### src/shared/pci_cfg_tail_pkg.sv
// Constants and types for the configuration header tail registers
package pci_cfg_tail_pkg;
	// Doubleword indices within configuration space
	typedef logic [5:0] dw_index_t;
	localparam dw_index_t DW_CARD_PTR = 6'h0A;
	localparam dw_index_t DW_SUBSYS = 6'h0B;
	localparam dw_index_t DW_ROM_BASE = 6'h0C;
	localparam dw_index_t DW_CAP_PTR = 6'h0D;
	localparam dw_index_t DW_IRQ = 6'h0F;
	localparam dw_index_t DW_LOCAL_START = 6'h10;

	// Card information structure pointer fields
	localparam int CARD_SPACE_LSB = 0;
	localparam int CARD_SPACE_MSB = 2;
	localparam int CARD_OFFSET_LSB = 3;
	localparam int CARD_OFFSET_MSB = 27;
	localparam int CARD_ROM_IMAGE_LSB = 28;
	localparam int CARD_ROM_IMAGE_MSB = 31;
	localparam logic [2:0] CARD_SPACE_CONFIG = 3'h0;

	// Option ROM base fields
	localparam int ROM_ENA_BIT = 0;
	localparam int ROM_BASE_LSB = 11;
	localparam logic [31:0] ROM_MAX_SIZE_MASK = 32'hFF00_0000;
	localparam logic [31:0] ROM_LOW_MASK = 32'h0000_07FF;

	// Byte lanes of shared doublewords
	localparam int SUBSYS_MAKER_LSB = 0;
	localparam int SUBSYS_CODE_LSB = 16;
	localparam int IRQ_LINE_LSB = 0;
	localparam int IRQ_PIN_LSB = 8;

	// Reset and fixed values
	localparam logic [7:0] IRQ_LINE_RST = 8'h00;
	localparam logic [7:0] IRQ_PIN_INTA = 8'h01;
	localparam logic [7:0] IRQ_PIN_NONE = 8'h00;
	localparam logic [7:0] CAP_PTR_MIN = 8'h40;
	localparam logic [1:0] DW_ALIGN_ZERO = 2'h0;
	localparam logic [31:0] DATA_ZERO = 32'h0000_0000;
	localparam logic [31:0] DATA_TIMEOUT = 32'hFFFF_FFFF;
	localparam logic [3:0] BYTE_ENA_ALL = 4'hF;

	// Forwarding sequencer states
	typedef enum logic [1:0] {
		FWD_IDLE = 2'b00,
		FWD_WAIT = 2'b01
	} fwd_state_t;
endpackage

### src/logic/rom_bar_decoder.sv
// Option ROM base register with its address decoder
`timescale 1ns/1ps
module rom_bar_decoder #(
	parameter bit ROM_ENABLE = 1'b1,
	parameter logic [31:0] ROM_SIZE_MASK = 32'hFFFF_0000,
	parameter bit ROM_HARDWIRE = 1'b0,
	parameter logic [31:0] ROM_HARD_BASE = 32'h000C_0000
) (
	// Clock and reset
	input wire logic clk_in,
	input wire logic rst_n_in,
	// Register write
	input wire logic wr_in,
	input wire logic [31:0] wr_data_in,
	input wire logic [3:0] byte_ena_in,
	// Address lookup
	input wire logic lookup_valid_in,
	input wire logic [31:0] lookup_addr_in,
	// Results
	output logic [31:0] value_out,
	output logic hit_out
);
	import pci_cfg_tail_pkg::*;

	localparam logic [31:0] LOW_BITS = ~ROM_SIZE_MASK;
	localparam logic [31:0] LOW_NEXT = LOW_BITS + 32'h0000_0001;
	localparam logic ENA_RST = ROM_HARDWIRE;

	if ((LOW_BITS & LOW_NEXT) != DATA_ZERO) begin : g_gap_chk
		$error("ROM size mask must be ones from bit 31 down");
	end
	if ((ROM_SIZE_MASK & ROM_LOW_MASK) != DATA_ZERO) begin : g_low_chk
		$error("ROM size mask reaches below the base field");
	end
	if ((ROM_SIZE_MASK & ROM_MAX_SIZE_MASK) != ROM_MAX_SIZE_MASK)
	begin : g_max_chk
		$error("ROM window larger than 16 MB");
	end
	if ((ROM_HARD_BASE & ~ROM_SIZE_MASK) != DATA_ZERO) begin : g_hw_chk
		$error("Hardwired ROM base not aligned to its size");
	end

	logic [31:0] base_reg;
	logic ena_reg;
	logic [31:0] eff_base;

	// Only mask bits are ever stored, so size probing reads back the mask
	for (genvar i = 0; i < 4; i++) begin : g_lane
		always_ff @(posedge clk_in or negedge rst_n_in) begin
			if (!rst_n_in) begin
				base_reg[8*i +: 8] <= 8'h00;
			end else if (wr_in && ROM_ENABLE && !ROM_HARDWIRE &&
				byte_ena_in[i]) begin
				base_reg[8*i +: 8] <= wr_data_in[8*i +: 8] &
					ROM_SIZE_MASK[8*i +: 8];
			end
		end
	end

	// Hardwired base comes up enabled so it claims without setup
	always_ff @(posedge clk_in or negedge rst_n_in) begin
		if (!rst_n_in) begin
			ena_reg <= ENA_RST;
		end else if (wr_in && ROM_ENABLE && byte_ena_in[0]) begin
			ena_reg <= wr_data_in[ROM_ENA_BIT];
		end
	end

	assign eff_base = ROM_HARDWIRE ? (ROM_HARD_BASE & ROM_SIZE_MASK) :
		base_reg;

	always_comb begin
		value_out = DATA_ZERO;
		if (ROM_ENABLE) begin
			value_out = eff_base;
			value_out[ROM_ENA_BIT] = ena_reg;
		end
	end

	always_ff @(posedge clk_in or negedge rst_n_in) begin
		if (!rst_n_in) begin
			hit_out <= 1'b0;
		end else begin
			hit_out <= lookup_valid_in && ROM_ENABLE && ena_reg &&
				((lookup_addr_in & ROM_SIZE_MASK) == eff_base);
		end
	end
endmodule

### src/logic/pci_config_header_tail_regs.sv
// Tail of the type-0 configuration header and capability forwarding
`timescale 1ns/1ps

// Notes on behaviour
// - Optional 32-bit card info structure pointer, read-only to software.
// - Pointer exists only when enabled; its value is a build parameter.
// - Pointer: space indicator bits 2-0, offset 27-3, ROM image 31-28.
// - Pointer may never select configuration space; build check refuses it.
// - Fixed 16-bit subsystem maker code readable; writes ignored.
// - Fixed 16-bit subsystem code readable; not writable.
// - Option ROM base sizes and decodes like a 32-bit base register.
// - ROM base bit 0 writable; 0 ignores ROM space, 1 decodes it.
// - ROM base bits 31-11 writable base address; bits 10-1 reserved.
// - ROM window never above 16 MB; size check enforces this.
// - Hardwired option claims ROM accesses at built-in base without setup.
// - Hardwired base bits read-only; bit 0 stays writable to disable.
// - Optional fixed 8-bit capability pointer to first capability.
// - Capability pointer at least 0x40 and doubleword aligned.
// - Accesses at or above 0x40 go to local side as 32-bit transfers; writes pass on the engine's byte enables.
// - 8-bit read/write interrupt routing line, reset 0x00.
// - Read-only interrupt pin register reads 0x01 for line A.
// - Interrupt pin register reads 0x00 when interrupts disabled.
// - Writes to hardwired base complete normally; reads give fixed value.
// - Writable base bits equal contiguous ones of size mask from bit 31.
module pci_config_header_tail_regs #(
	parameter bit CARD_PTR_ENABLE = 1'b0,
	parameter logic [31:0] CARD_PTR_VALUE = 32'h0000_0001,
	// Arbitrary neutral identity values
	parameter logic [15:0] SUBSYS_MAKER_CODE = 16'h5A5A,
	parameter logic [15:0] SUBSYS_CODE = 16'hA5A5,
	parameter bit ROM_ENABLE = 1'b1,
	parameter logic [31:0] ROM_SIZE_MASK = 32'hFFFF_0000,
	parameter bit ROM_HARDWIRE = 1'b0,
	parameter logic [31:0] ROM_HARD_BASE = 32'h000C_0000,
	parameter bit CAP_ENABLE = 1'b0,
	parameter logic [7:0] CAP_PTR_VALUE = 8'h40,
	parameter bit IRQ_ENABLE = 1'b1,
	parameter int LOCAL_TIMEOUT_CYCLES = 64
) (
	// Clock and reset
	input wire logic REF_CLK_IN,
	input wire logic RST_N_IN,
	// Configuration request from the transaction engine
	input wire logic CFG_RD_IN,
	input wire logic CFG_WR_IN,
	input wire pci_cfg_tail_pkg::dw_index_t CFG_DW_ADDR_IN,
	input wire logic [3:0] CFG_BYTE_ENA_IN,
	input wire logic [31:0] CFG_WR_DATA_IN,
	// Configuration answer
	output logic CFG_DONE_OUT,
	output logic [31:0] CFG_RD_DATA_OUT,
	output logic CFG_BUSY_OUT,
	// Forwarded accesses to local user logic
	output logic LOCAL_CFG_RD_OUT,
	output logic LOCAL_CFG_WR_OUT,
	output pci_cfg_tail_pkg::dw_index_t LOCAL_CFG_DW_ADDR_OUT,
	output logic [3:0] LOCAL_CFG_BYTE_ENA_OUT,
	output logic [31:0] LOCAL_CFG_WR_DATA_OUT,
	input wire logic LOCAL_CFG_ACK_IN,
	input wire logic [31:0] LOCAL_CFG_RD_DATA_IN,
	// Option ROM address lookup
	input wire logic ROM_LOOKUP_VALID_IN,
	input wire logic [31:0] ROM_LOOKUP_ADDR_IN,
	output logic ROM_HIT_OUT,
	// Interrupt routing for the system side
	output logic [7:0] IRQ_ROUTING_LINE_OUT
);
	import pci_cfg_tail_pkg::*;

	localparam int TMO_W = $clog2(LOCAL_TIMEOUT_CYCLES + 1);
	localparam logic [TMO_W-1:0] TMO_LAST =
		TMO_W'(LOCAL_TIMEOUT_CYCLES - 1);
	localparam logic [TMO_W-1:0] TMO_ZERO = '0;
	localparam logic [TMO_W-1:0] TMO_ONE = TMO_W'(1);
	localparam logic [7:0] IRQ_PIN_CODE = IRQ_ENABLE ? IRQ_PIN_INTA :
		IRQ_PIN_NONE;

	// Build-time checks
	if (CARD_PTR_ENABLE && (CARD_PTR_VALUE[CARD_SPACE_MSB:CARD_SPACE_LSB] ==
		CARD_SPACE_CONFIG)) begin : g_card_chk
		$error("Card info pointer may not select config space");
	end
	if (CAP_ENABLE && ((CAP_PTR_VALUE < CAP_PTR_MIN) ||
		(CAP_PTR_VALUE[1:0] != DW_ALIGN_ZERO))) begin : g_cap_chk
		$error("Capability pointer below 0x40 or unaligned");
	end
	if ((LOCAL_TIMEOUT_CYCLES < 1) || (LOCAL_TIMEOUT_CYCLES > 65535))
	begin : g_tmo_chk
		$error("Local timeout must be 1 to 65535 cycles");
	end

	fwd_state_t state_reg;
	logic [TMO_W-1:0] tmo_reg;
	logic fwd_is_rd_reg;
	logic [7:0] irq_line_reg;
	logic req;
	logic req_local;
	logic req_rd;
	logic take;
	logic rom_wr;
	logic [31:0] rom_value;
	logic [31:0] card_word;
	logic [31:0] subsys_word;
	logic [31:0] cap_word;
	logic [31:0] irq_word;
	logic [31:0] rd_value;
	logic local_done;
	logic local_tmo;

	// Read wins if the engine raises both strobes together
	assign req = CFG_RD_IN || CFG_WR_IN;
	assign req_rd = CFG_RD_IN;
	assign take = req && (state_reg == FWD_IDLE);
	assign req_local = (CFG_DW_ADDR_IN >= DW_LOCAL_START);
	assign rom_wr = take && !req_local && !req_rd &&
		(CFG_DW_ADDR_IN == DW_ROM_BASE);
	assign local_done = (state_reg == FWD_WAIT) && LOCAL_CFG_ACK_IN;
	assign local_tmo = (state_reg == FWD_WAIT) && !LOCAL_CFG_ACK_IN &&
		(tmo_reg == TMO_LAST);

	// Option ROM base register and decoder
	rom_bar_decoder #(
		.ROM_ENABLE(ROM_ENABLE),
		.ROM_SIZE_MASK(ROM_SIZE_MASK),
		.ROM_HARDWIRE(ROM_HARDWIRE),
		.ROM_HARD_BASE(ROM_HARD_BASE)
	) u_rom_bar (
		.clk_in(REF_CLK_IN),
		.rst_n_in(RST_N_IN),
		.wr_in(rom_wr),
		.wr_data_in(CFG_WR_DATA_IN),
		.byte_ena_in(CFG_BYTE_ENA_IN),
		.lookup_valid_in(ROM_LOOKUP_VALID_IN),
		.lookup_addr_in(ROM_LOOKUP_ADDR_IN),
		.value_out(rom_value),
		.hit_out(ROM_HIT_OUT)
	);

	// Read words for the locally held doublewords
	always_comb begin
		card_word = DATA_ZERO;
		if (CARD_PTR_ENABLE) begin
			card_word[CARD_SPACE_MSB:CARD_SPACE_LSB] =
				CARD_PTR_VALUE[CARD_SPACE_MSB:CARD_SPACE_LSB];
			card_word[CARD_OFFSET_MSB:CARD_OFFSET_LSB] =
				CARD_PTR_VALUE[CARD_OFFSET_MSB:CARD_OFFSET_LSB];
			card_word[CARD_ROM_IMAGE_MSB:CARD_ROM_IMAGE_LSB] =
				CARD_PTR_VALUE[CARD_ROM_IMAGE_MSB:CARD_ROM_IMAGE_LSB];
		end
	end

	always_comb begin
		subsys_word = DATA_ZERO;
		subsys_word[SUBSYS_MAKER_LSB +: 16] = SUBSYS_MAKER_CODE;
		subsys_word[SUBSYS_CODE_LSB +: 16] = SUBSYS_CODE;
	end

	always_comb begin
		cap_word = DATA_ZERO;
		if (CAP_ENABLE) begin
			cap_word[7:0] = CAP_PTR_VALUE;
		end
	end

	always_comb begin
		irq_word = DATA_ZERO;
		irq_word[IRQ_LINE_LSB +: 8] = irq_line_reg;
		irq_word[IRQ_PIN_LSB +: 8] = IRQ_PIN_CODE;
	end

	// Offsets this block does not hold read as zero
	always_comb begin
		if (CFG_DW_ADDR_IN == DW_CARD_PTR) begin
			rd_value = card_word;
		end else if (CFG_DW_ADDR_IN == DW_SUBSYS) begin
			rd_value = subsys_word;
		end else if (CFG_DW_ADDR_IN == DW_ROM_BASE) begin
			rd_value = rom_value;
		end else if (CFG_DW_ADDR_IN == DW_CAP_PTR) begin
			rd_value = cap_word;
		end else if (CFG_DW_ADDR_IN == DW_IRQ) begin
			rd_value = irq_word;
		end else begin
			rd_value = DATA_ZERO;
		end
	end

	// Interrupt routing line, written by system software after power-up
	always_ff @(posedge REF_CLK_IN or negedge RST_N_IN) begin
		if (!RST_N_IN) begin
			irq_line_reg <= IRQ_LINE_RST;
		end else if (take && !req_rd && !req_local &&
			(CFG_DW_ADDR_IN == DW_IRQ) &&
			CFG_BYTE_ENA_IN[IRQ_LINE_LSB / 8]) begin
			irq_line_reg <= CFG_WR_DATA_IN[IRQ_LINE_LSB +: 8];
		end
	end

	always_ff @(posedge REF_CLK_IN or negedge RST_N_IN) begin
		if (!RST_N_IN) begin
			IRQ_ROUTING_LINE_OUT <= IRQ_LINE_RST;
		end else begin
			IRQ_ROUTING_LINE_OUT <= irq_line_reg;
		end
	end

	// Forwarding sequencer; requests while busy are not taken
	always_ff @(posedge REF_CLK_IN or negedge RST_N_IN) begin
		if (!RST_N_IN) begin
			state_reg <= FWD_IDLE;
		end else begin
			case (state_reg)
				FWD_IDLE: begin
					if (take && req_local) begin
						state_reg <= FWD_WAIT;
					end
				end
				FWD_WAIT: begin
					if (local_done || local_tmo) begin
						state_reg <= FWD_IDLE;
					end
				end
				default: begin
					state_reg <= FWD_IDLE;
				end
			endcase
		end
	end

	// Guard against local logic that never answers
	always_ff @(posedge REF_CLK_IN or negedge RST_N_IN) begin
		if (!RST_N_IN) begin
			tmo_reg <= TMO_ZERO;
		end else if (state_reg == FWD_WAIT) begin
			tmo_reg <= tmo_reg + TMO_ONE;
		end else begin
			tmo_reg <= TMO_ZERO;
		end
	end

	always_ff @(posedge REF_CLK_IN or negedge RST_N_IN) begin
		if (!RST_N_IN) begin
			fwd_is_rd_reg <= 1'b0;
		end else if (take && req_local) begin
			fwd_is_rd_reg <= req_rd;
		end
	end

	always_ff @(posedge REF_CLK_IN or negedge RST_N_IN) begin
		if (!RST_N_IN) begin
			CFG_BUSY_OUT <= 1'b0;
		end else if (take && req_local) begin
			CFG_BUSY_OUT <= 1'b1;
		end else if (local_done || local_tmo) begin
			CFG_BUSY_OUT <= 1'b0;
		end
	end

	// Strobes to local logic last one cycle; the fields hold until next
	always_ff @(posedge REF_CLK_IN or negedge RST_N_IN) begin
		if (!RST_N_IN) begin
			LOCAL_CFG_RD_OUT <= 1'b0;
			LOCAL_CFG_WR_OUT <= 1'b0;
		end else begin
			LOCAL_CFG_RD_OUT <= take && req_local && req_rd;
			LOCAL_CFG_WR_OUT <= take && req_local && !req_rd;
		end
	end

	always_ff @(posedge REF_CLK_IN or negedge RST_N_IN) begin
		if (!RST_N_IN) begin
			LOCAL_CFG_DW_ADDR_OUT <= DW_LOCAL_START;
			LOCAL_CFG_BYTE_ENA_OUT <= BYTE_ENA_ALL;
			LOCAL_CFG_WR_DATA_OUT <= DATA_ZERO;
		end else if (take && req_local) begin
			LOCAL_CFG_DW_ADDR_OUT <= CFG_DW_ADDR_IN;
			// Reads always fetch the whole doubleword
			LOCAL_CFG_BYTE_ENA_OUT <= req_rd ? BYTE_ENA_ALL :
				CFG_BYTE_ENA_IN;
			LOCAL_CFG_WR_DATA_OUT <= CFG_WR_DATA_IN;
		end
	end

	// Answer to the engine; local answers arrive one cycle after ack
	always_ff @(posedge REF_CLK_IN or negedge RST_N_IN) begin
		if (!RST_N_IN) begin
			CFG_DONE_OUT <= 1'b0;
		end else begin
			CFG_DONE_OUT <= (take && !req_local) || local_done ||
				local_tmo;
		end
	end

	always_ff @(posedge REF_CLK_IN or negedge RST_N_IN) begin
		if (!RST_N_IN) begin
			CFG_RD_DATA_OUT <= DATA_ZERO;
		end else if (take && !req_local && req_rd) begin
			CFG_RD_DATA_OUT <= rd_value;
		end else if (local_done && fwd_is_rd_reg) begin
			CFG_RD_DATA_OUT <= LOCAL_CFG_RD_DATA_IN;
		end else if (local_tmo && fwd_is_rd_reg) begin
			CFG_RD_DATA_OUT <= DATA_TIMEOUT;
		end
	end
endmodule

### config.mk
export PLATFORM = sky130hd
export DESIGN_NAME = pci_config_header_tail_regs
export DESIGN_NICKNAME = d
export VERILOG_FILES = /design/src/shared/pci_cfg_tail_pkg.sv /design/src/logic/rom_bar_decoder.sv /design/src/logic/pci_config_header_tail_regs.sv
export SDC_FILE = /design/constraint.sdc
export NUM_CORES = 1
export LEC_CHECK = 0
export BUFFER_PORTS_ARGS = -buffer_cell sky130_fd_sc_hd__buf_2
export CORE_MARGIN = 2
export CORE_UTILIZATION = 52
export DETAILED_ROUTE_END_ITERATION = 8
export PLACE_DENSITY = 0.92
export SLEW_MARGIN = 10
export SYNTH_ARGS = -nofsm -noshare
export SYNTH_HDL_FRONTEND = slang
export SYNTH_SLANG_ARGS = --single-unit
export TNS_END_PERCENT = 100
### constraint.sdc
create_clock -name REF_CLK_IN -period 2.9 [get_ports REF_CLK_IN]
set_clock_uncertainty 0.1 [all_clocks]
set_input_delay 0.58 -clock REF_CLK_IN [delete_from_list [all_inputs] [get_ports REF_CLK_IN]]
set_output_delay 0.58 -clock REF_CLK_IN [all_outputs]
set_load 0.02 [all_outputs]
==> Word level (Yosys, flattened, before mapping) <==
Index checks and enable logic that the tools add are counted.
{ "word_totals": {"word_cells": 77, "register_bits": 122, "inputBits": 112, "output_inout_bits": 87} }
{ "classes": {"eq_ne": 10, "add_sub_neg": 1, "muxes": 15, "reduce_logical": 33, "magnitude_cmp": 1} }
{ "op_table": {"columns": ["operator", "count"], "rows": [
  ["32-bit two-way mux", 6],
  ["6-bit by 4-bit == test with 1-bit output (second input constant)", 5],
  ["1-bit logical AND", 22],
  ["9-bit two-way mux", 2],
  ["16-bit == test", 1],
  ["7-bit by 1-bit adder with 7-bit output (second input constant)", 1],
  ["7-bit by 6-bit == test with 1-bit output (second input constant)", 1],
  ["7-bit two-way mux", 1],
  ["6-bit by 5-bit >= comparator with 1-bit output (second input constant)", 1],
  ["1-bit logical OR", 4],
  ["2-bit two-way mux", 2],
  ["4-bit two-way mux", 1],
  ["2-bit by 1-bit inequality test with 1-bit output (second input constant)", 2],
  ["2-bit one-hot mux with 2 select lines", 1],
  ["1-bit logical NOT", 3],
  ["3-bit nonzero test", 1],
  ["2-bit by 1-bit == test with 1-bit output (second input constant)", 1],
  ["2-bit logical NOT", 1],
  ["1-bit two-way mux", 2],
  ["2-bit AND reduction", 1],
  ["2-bit nonzero test", 1]
]} }

==> Depth between registers and ports, before layout <==
Gate-level depths: netlist (run 1).
{ "logic_depth": {"depth_word": 7, "depth_mapped": 7, "mapped_depth_nobuf": 5} }

==> Modules after synthesis <==
From an unflattened synthesis (run 1), not the netlist that was laid out.
{ "unflattened": {"cells_unflattened": 457, "hier_area_um2": 5547.8} }
{ "modules_own_cells": {"columns": ["module", "area_each_um2", "cells_each", "seq_area_each_um2", "instances"], "rows": [
  ["pci_config_header_tail_regs", 4586.9, 380, 2583.7, 1],
  ["rom_bar_decoder", 960.9, 77, 450.4, 1]
]} }

==> Least setup slack after synthesis (run 1) <==
Ideal clock, no wire load.
{ "synth_path": {"path_kind": "input-to-reg", "from": "input port CFG_DW_ADDR_IN[5]", "to": "register CFG_RD_DATA_OUT[16]", "n_path_buf": 1, "required_time_ns": 2.680, "setup_time_ns": 0.120, "cell_stages": 5, "setup_slack_ns": 0.990, "arrival_ns": 1.690, "path_cell_list": "or4b_4 -> buf_6 -> a41o_1 -> a21oi_1 -> nor3_1"} }
{ "synth_between": {"elab_chain_len": 5, "elab_cells_between_ends": 12, "classes_between": "order compare: 1; eq/ne: 3; mux: 4; reduce/logical: 4"} }
{ "synth_rtl": {"columns": ["element", "line", "source"], "rows": [
  ["start, declared", "pci_config_header_tail_regs.sv:46", "input wire pci_cfg_tail_pkg::dw_index_t CFG_DW_ADDR_IN,"],
  ["6-bit by 5-bit >= comparator with 1-bit output / 6-bit by 4-bit == test with 1-bit output (equally long branches)", "pci_config_header_tail_regs.sv:114, pci_config_header_tail_regs.sv:177", null],
  ["1-bit logical NOT / 32-bit two-way mux (equally long branches)", "pci_config_header_tail_regs.sv:297, pci_config_header_tail_regs.sv:177", null],
  ["1-bit logical AND / 32-bit two-way mux (equally long branches)", "pci_config_header_tail_regs.sv:297, pci_config_header_tail_regs.sv:175", null],
  ["1-bit logical AND / 32-bit two-way mux (equally long branches)", "pci_config_header_tail_regs.sv:297, pci_config_header_tail_regs.sv:173", null],
  ["3-bit nonzero test (no source line) / 32-bit two-way mux (equally long branches)", null, null],
  ["end signal, assigned", "pci_config_header_tail_regs.sv:298", "CFG_RD_DATA_OUT <= rd_value;"],
  ["end, declared", "pci_config_header_tail_regs.sv:51", "output logic [31:0] CFG_RD_DATA_OUT,"]
]} }
Parallel ways exist; a longest one is shown, timed or not.
A chain may end at the register's enable or synchronous reset.

==> Worst setup path after layout (run 1) <==
{ "layout_path": {"from": "register state_reg[0]", "to": "register CFG_RD_DATA_OUT[19]"} }
{ "layout_between": {"elab_chain_len": 5, "elab_cells_between_ends": 13, "classes_between": "eq/ne: 1; mux: 2; reduce/logical: 10"} }
{ "layout_rtl": {"columns": ["element", "line", "source"], "rows": [
  ["start, declared", "pci_config_header_tail_regs.sv:92", "fwd_state_t state_reg;"],
  ["start signal, assigned", "pci_config_header_tail_regs.sv:210", "state_reg <= FWD_IDLE;"],
  ["start signal, assigned", "pci_config_header_tail_regs.sv:215", "state_reg <= FWD_WAIT;"],
  ["start signal, assigned", "pci_config_header_tail_regs.sv:220", "state_reg <= FWD_IDLE;"],
  ["2-bit by 1-bit == test with 1-bit output / 2-bit logical NOT (equally long branches)", "pci_config_header_tail_regs.sv:117, pci_config_header_tail_regs.sv:118, pci_config_header_tail_regs.sv:113", null],
  ["1-bit logical AND (on tied branches)", "pci_config_header_tail_regs.sv:117, pci_config_header_tail_regs.sv:113, pci_config_header_tail_regs.sv:118", null],
  ["1-bit logical AND (on tied branches)", "pci_config_header_tail_regs.sv:299, pci_config_header_tail_regs.sv:118, pci_config_header_tail_regs.sv:297", null],
  ["32-bit two-way mux (tied with other cells)", "pci_config_header_tail_regs.sv:299", "end else if (local_done && fwd_is_rd_reg) begin"],
  ["32-bit two-way mux / 3-bit nonzero test (equally long branches)", null, null]
]} }
Parallel ways exist; a longest one is shown, timed or not.

==> impl_metrics.csv, run 1 <==
group,metric,value,unit
outcome,outcome,"finished, final reports clean",
power,ir_drop,0.4972,mV
power,leakage,3.305,nW
critical_path,rr_startpoint,"state_reg[0]",
drt,avgViaCountPerCell,5.359,
placed_design,hpwl,9454,um
clock_tree,htreeDepth,4,
cells_and_area,fin_nets,707,
sta,finalCriticalPeriod,2.201,ns
grt,grt_pass1_wl,20230,um
critical_path,critical-path-top-delay-family,"simple AND/OR/NAND/NOR gates",
yosys,syn_avg_cell_area,12.53,um2
clock_tree,cts_repair_resize_count,0,
yosys,yosysWarnings,0,
grt,antenna_found_initial,0,
critical_path,crit_buf_inv,1,
cells_and_area,syn2layout_area_growth,34.72,%
yosys,yosysSeqAreaShare,60.84,%
drt,drt_first_pass_iters,4,
sta,tightest_slew,0.6008,ns
yosys,synthAdderAreaFrac,0.2509,%
clock_tree,cts_tree,"yes",
clock_tree,clock_latency,0.50,ns
yosys,netlist_area,4987,um2
grt,grt_max_degree,60,
cells_and_area,layout_commonest_cell,"buf_2",
critical_path,slowest_stage,"or4b_4",
floorplanning,dieArea,10390,um2
floorplanning,core,9284,um2
sta,timing.setup.tns,0,ns
floorplanning,rows,35,
critical_path,cp_data_arrival_time,2.51,ns
power,p_total,6.197,mW
drt,wl_per_cell,17.64,um
yosys,synthMuxAreaShare,14.00,%
drt,ant_nets,0,
flow_run,cap_violations,0,
critical_path,reg2reg_to,"CFG_RD_DATA_OUT[19]",
floorplanning,die_w,101.9,um
clock_tree,holdBufCountCts,1,
yosys,synth_top_family_by_area,"multiplexers",
critical_path,reg2reg_depth,5,
critical_path,startpoint,"state_reg[0]",
yosys,synthCells,398,
hold_path,hold_class,"input pin to flop",
critical_path,cp_cell_sequence,"or4b_4, o211ai_2, buf_12, nor2_1, nor3_1",
critical_path,worstSetupPathType,"flop to flop",
drt,routed_wl,12980,um
drt,drtIter0Drc,145,
grt,grt_pass1_vias,4164,
sta,clock.fmax,454.3,MHz
sta,maxSlewHeadroom,59.83,%
sta,maxSlewViolCount,0,
yosys,synth-xor-area-share,3.337,%
clock_tree,clock_sinks,121,
cells_and_area,layout_common_cells,"181 x buf_2, 116 x dfrtp_1, 62 x mux2_2, 53 x nor2_1, 17 x nor3_1",
clock_tree,clkTransAtPathRegs,0.06,ns
critical_path,ff2ff_setup_slack,0.70,ns
sta,finalHoldViolCount,0,
drt,vias,3944,
critical_path,slowest_delay,0.72,ns
yosys,synth_nets,511,
yosys,synthDistinctLibCells,42,
critical_path,critical_path_required,3.21,ns
grt,grt-ovfl-total,0,
yosys,ys_seq_elements,121,
floorplanning,start_util,53.72,%
critical_path,critPathLaunchType,"flop",
cells_and_area,drive_gt1_share,50.41,%
critical_path,end_kind,"flop",
yosys,yosys.area_share.simple,11.59,%
floorplanning,die_h,101.9,um
clock_tree,cts_setup_buffers,0,
grt,grtUsageTotal,25.81,%
critical_path,path_depth,5,
cells_and_area,antenna_cells,0,
yosys,synth_edf_count,0,
sta,finalSetupViolCount,0,
placed_design,place.port_buffers,182,
sta,grt_setup_unrepaired,"false",
clock_tree,clock_path_buffers,2,
placed_design,finalWeightedCongestion,0.8713,
drt,drcViolationCount,0,
sta,finalCritPeriodShare,75.90,%
clock_tree,cts_buffers,17,
critical_path,path_max_fanout,17,
yosys,ys.flop_type,"dfrtp_1",
critical_path,endpoint,"CFG_RD_DATA_OUT[19]",
floorplanning,ios,199,
yosys,synth_compound_area_share,8.103,%
clock_tree,cts_root_buf,"clkbuf_8",
power,p_per_area,922.4,nW/um2
yosys,synthArstFlopShare,100.0,%
cell families (layout without fill, tap and decap cells):
kind of cell	after synthesis	after routing
XOR/XNOR	19	19
flip-flops	121	121
AND/OR/NAND/NOR	121	121
AO/OA/AOI/OAI	55	55
multiplexers	62	62
adder cells (fa/ha/maj)	1	1
buffers and inverters	19	228
through the flow:
stage	std cells	hold WS, ns	utilization (%)	area, um2	setup slack [ns]
floorplan	398	0.1844	-	4987	0.9897
global placement	703	0.2774	65.70	6100	0.5214
detailed placement	703	0.2914	65.70	6100	0.4364
CTS	736	0.1882	72.37	6719	0.6955
global route	736	0.1896	72.37	6719	0.6050
finish	736	0.2091	72.37	6719	0.6989
routing by layer:
layer	part of all wire [%]	routed length, um	vias to the layer above	track usage [%]
met5	0	0	-	0
met3	7.3	950	25	7.524
met1	38	4924	1944	28.89
met4	2.0	257	0	10.46
li1	-	-	1808	-
met2	53	6850	167	46.20
cells in the mapped netlist (all sizes together), types with 2 or more instances:
cell,n,area [um2]
dfrtp,116,2903
mux2,62,698.2
nor2,53,198.9
nor3,18,90.09
a21oi,16,80.08
nand2,15,56.30
xnor2,15,131.4
buf,13,71.32
o21ai,9,45.04
o22ai,8,50.05
and2,7,46.30
nand3,7,35.03
and3,5,31.28
clkbuf,5,18.77
dfstp,5,131.4
o221a,5,56.30
a221o,4,40.04
nand4,4,25.02
xor2,4,35.03
nor2b,3,18.77
o221ai,3,26.28
a21boi,2,15.01
o21a,2,15.01
area by class of cell:
type / instances / area (um2)
flip-flops and latches: 121 / 3034
clock inverters: 13 / 167.7
fillers: 669 / 2565
inverters: 1 / 3.754
clock buffers: 19 / 441.7
well taps: 129 / 161.4
repair buffers: 195 / 1039
multi-input cells: 258 / 1872
worst register-to-register path, stage by stage (launching register included):
cell	delay (ns)
dfrtp_1	0.54
or4b_4	0.72
o211ai_2	0.29
buf_12	0.23
nor2_1	0.06
nor3_1	0.17
where the power goes:
| part | switching (mW) | internal (mW) | leakage (nW) |
|---|---|---|---|
| Combinational | 1.03 | 0.671 | 1.52 |
| Sequential | 0.245 | 2.12 | 1.50 |
| Clock | 0.772 | 1.36 | 0.283 |
| Total | 2.05 | 4.15 | 3.31 |
worst min path at each step:
stage / depth (start not counted) / end / startpoint
2_1_floorplan: 0 / CFG_BUSY_OUT / RST_N_IN
3_3_place_gp: 0 / IRQ_ROUTING_LINE_OUT[3] / irq_line_reg[3]
3_5_place_dp: 0 / IRQ_ROUTING_LINE_OUT[6] / irq_line_reg[6]
4_1_cts: 2 / CFG_RD_DATA_OUT[12] / LOCAL_CFG_RD_DATA_IN[12]
5_1_grt: 2 / LOCAL_CFG_WR_DATA_OUT[11] / CFG_WR_DATA_IN[11]
6_report: 2 / CFG_RD_DATA_OUT[12] / LOCAL_CFG_RD_DATA_IN[12]
Power figures use the tool's default switching activity.
==> run 2, diff against run 1 <==
--- a/config.mk
+++ b/config.mk
@@ -7,9 +7,9 @@
 export LEC_CHECK = 0
 export BUFFER_PORTS_ARGS = -buffer_cell sky130_fd_sc_hd__buf_2
 export CORE_MARGIN = 2
-export CORE_UTILIZATION = 52
+export CORE_UTILIZATION = 48
 export DETAILED_ROUTE_END_ITERATION = 8
-export PLACE_DENSITY = 0.92
+export PLACE_DENSITY = 0.86
 export SLEW_MARGIN = 10
 export SYNTH_ARGS = -nofsm -noshare
 export SYNTH_HDL_FRONTEND = slang
==> constraint.sdc (replaced) <==
create_clock -name REF_CLK_IN -period 2.3 [get_ports REF_CLK_IN]
set_clock_uncertainty 0.1 [all_clocks]
set_input_delay 0.46 -clock REF_CLK_IN [delete_from_list [all_inputs] [get_ports REF_CLK_IN]]
set_output_delay 0.46 -clock REF_CLK_IN [all_outputs]
set_load 0.02 [all_outputs]
==> impl_metrics.csv, run 2 (synthesized netlist as in run 1, its figures left out) <==
group,metric,value,unit
outcome,outcome,"finished, final reports clean",
cells_and_area,layout_common_cells,"181 x buf_2, 116 x dfrtp_1, 62 x mux2_2, 53 x nor2_1, 17 x nor3_1",
critical_path,end_kind,"flop",
drt,avgViaCountPerCell,5.294,
critical_path,critPathLaunchType,"flop",
critical_path,startpoint,"tmo_reg[0]",
critical_path,reg2reg_to,"CFG_RD_DATA_OUT[22]",
drt,wl_per_cell,17.37,um
sta,finalSetupViolCount,0,
floorplanning,dieArea,11220,um2
cells_and_area,drive_gt1_share,50.73,%
cells_and_area,syn2layout_area_growth,36.45,%
drt,routed_wl,13010,um
cells_and_area,final_cells,749,
placed_design,hpwl,9636,um
clock_tree,holdBufCountCts,1,
floorplanning,rows,37,
cells_and_area,fill_cells,802,
clock_tree,clock_latency,0.51,ns
clock_tree,clock_sinks,121,
sta,finalCriticalPeriod,1.955,ns
cells_and_area,layout_commonest_cell,"buf_2",
floorplanning,die_h,105.9,um
grt,grt-ovfl-total,0,
sta,timing.setup.tns,0,ns
power,p_per_area,1155,nW/um2
clock_tree,htreeDepth,4,
sta,clock.fmax,511.6,MHz
grt,grtUsageTotal,23.99,%
clock_tree,cts_root_buf,"clkbuf_8",
drt,top_layer_used,"met4",
critical_path,path_max_fanout,16,
floorplanning,core,10180,um2
critical_path,cp_data_arrival_time,2.27,ns
placed_design,place.port_buffers,182,
grt,grt_pass1_vias,4122,
sta,maxSlewHeadroom,55.41,%
cells_and_area,antenna_cells,0,
placed_design,dp.cells,716,
critical_path,critical_path_required,2.62,ns
hold_path,min_path_cells,2,
grt,grt_pass1_wl,20670,um
grt,grt_max_degree,57,
critical_path,reg2reg_depth,6,
drt,ant_nets,0,
clock_tree,clkTransAtPathRegs,0.06,ns
power,leakage,3.359,nW
cells_and_area,fin_nets,713,
power,ir_drop,0.7489,mV
placed_design,finalWeightedCongestion,0.8139,
critical_path,ff2ff_setup_slack,0.35,ns
hold_path,worstHoldStart,"CFG_WR_DATA_IN[14]",
hold_path,hold_class,"input pin to flop",
sta,tightest_slew,0.6668,ns
floorplanning,ios,199,
clock_tree,cts_tree,"yes",
drt,drt-met1-wl,5468,um
flow_run,cap_violations,0,
floorplanning,start_util,48.97,%
critical_path,endpoint,"CFG_RD_DATA_OUT[22]",
sta,layout_setup_ws,0.3454,ns
drt,wl_met3,848,um
drt,route.met2.wl,6554,um
clock_tree,cts_setup_buffers,0,
clock_tree,cts_repair_resize_count,0,
drt,drt_first_pass_iters,4,
sta,finalHoldViolCount,0,
sta,grt_setup_unrepaired,"false",
power,p_total,7.857,mW
cells_and_area,postLayoutCoreUtil,66.82,%
sta,finalCritPeriodShare,84.98,%
clock_tree,clock_path_buffers,2,
drt,vias,3965,
floorplanning,die_w,105.9,um
grt,antenna_found_initial,0,
critical_path,rr_startpoint,"tmo_reg[0]",
critical_path,worstSetupPathType,"flop to flop",
placed_design,pre_cts_slack,0.07728,ns
sta,maxSlewViolCount,0,
drt,drtIter0Drc,199,
clock_tree,cts_buffers,17,
drt,drcViolationCount,0,
[run 2: cell types whose count changed in the layout (fill, tap and decap cells not counted), sizes merged]
cell      delta
clkbuf       -1
clkinvlp     -4
inv          -2
clkinv       +6
bufinv       +1
buf          +6
[run 2: critical path, cell delays in order, from the launching register on]
cell	delay, ns
dfrtp_1	0.37
ha_1	0.23
nand4_1	0.16
o211ai_2	0.57
buf_12	0.23
nor2_1	0.05
nor3_1	0.15
[run 2: stage by stage]
step | instance area (um2) | hold slack (ns)
final | 6805 | 0.08595
after global routing | 6805 | 0.05894
after CTS | 6805 | 0.06137
after detailed placement | 6178 | 0.2918
after global placement | 6178 | 0.2869
after floorplan | 4987 | 0.06441
[run 2: per-layer routing]
layer / vias up / GRT usage, %
met2: 158 / 40.51
met4: 0 / 7.801
met3: 13 / 7.235
met5: - / 0
met1: 1973 / 29.66
li1: 1821 / -
[run 2: layout make-up]
cell class                 count  area, um2  area share, %
clock buffer                  18      417.9          6.141
clock inverter                14      198.9          2.923
inverter                       1      3.754        0.05516
multi-input combinational    258       1872          27.51
sequential                   121       3034          44.59
tap                          136      170.2          2.500
timing repair buffer         201       1109          16.29
[run 2: worst min path at each step]
stage          slack [ns]                        end
5_1_grt              0.06  LOCAL_CFG_WR_DATA_OUT[12]
3_5_place_dp         0.29    IRQ_ROUTING_LINE_OUT[2]
6_report             0.09  LOCAL_CFG_WR_DATA_OUT[14]
4_1_cts              0.06  LOCAL_CFG_WR_DATA_OUT[14]
2_1_floorplan        0.06               CFG_BUSY_OUT
3_3_place_gp         0.29    IRQ_ROUTING_LINE_OUT[1]
[run 2: report_power, final]
group / switching [mW] / leakage [nW] / internal, mW
Sequential: 0.291 / 1.50 / 2.67
Clock: 0.963 / 0.299 / 1.77
Combinational: 1.30 / 1.55 / 0.863
Total: 2.56 / 3.36 / 5.30
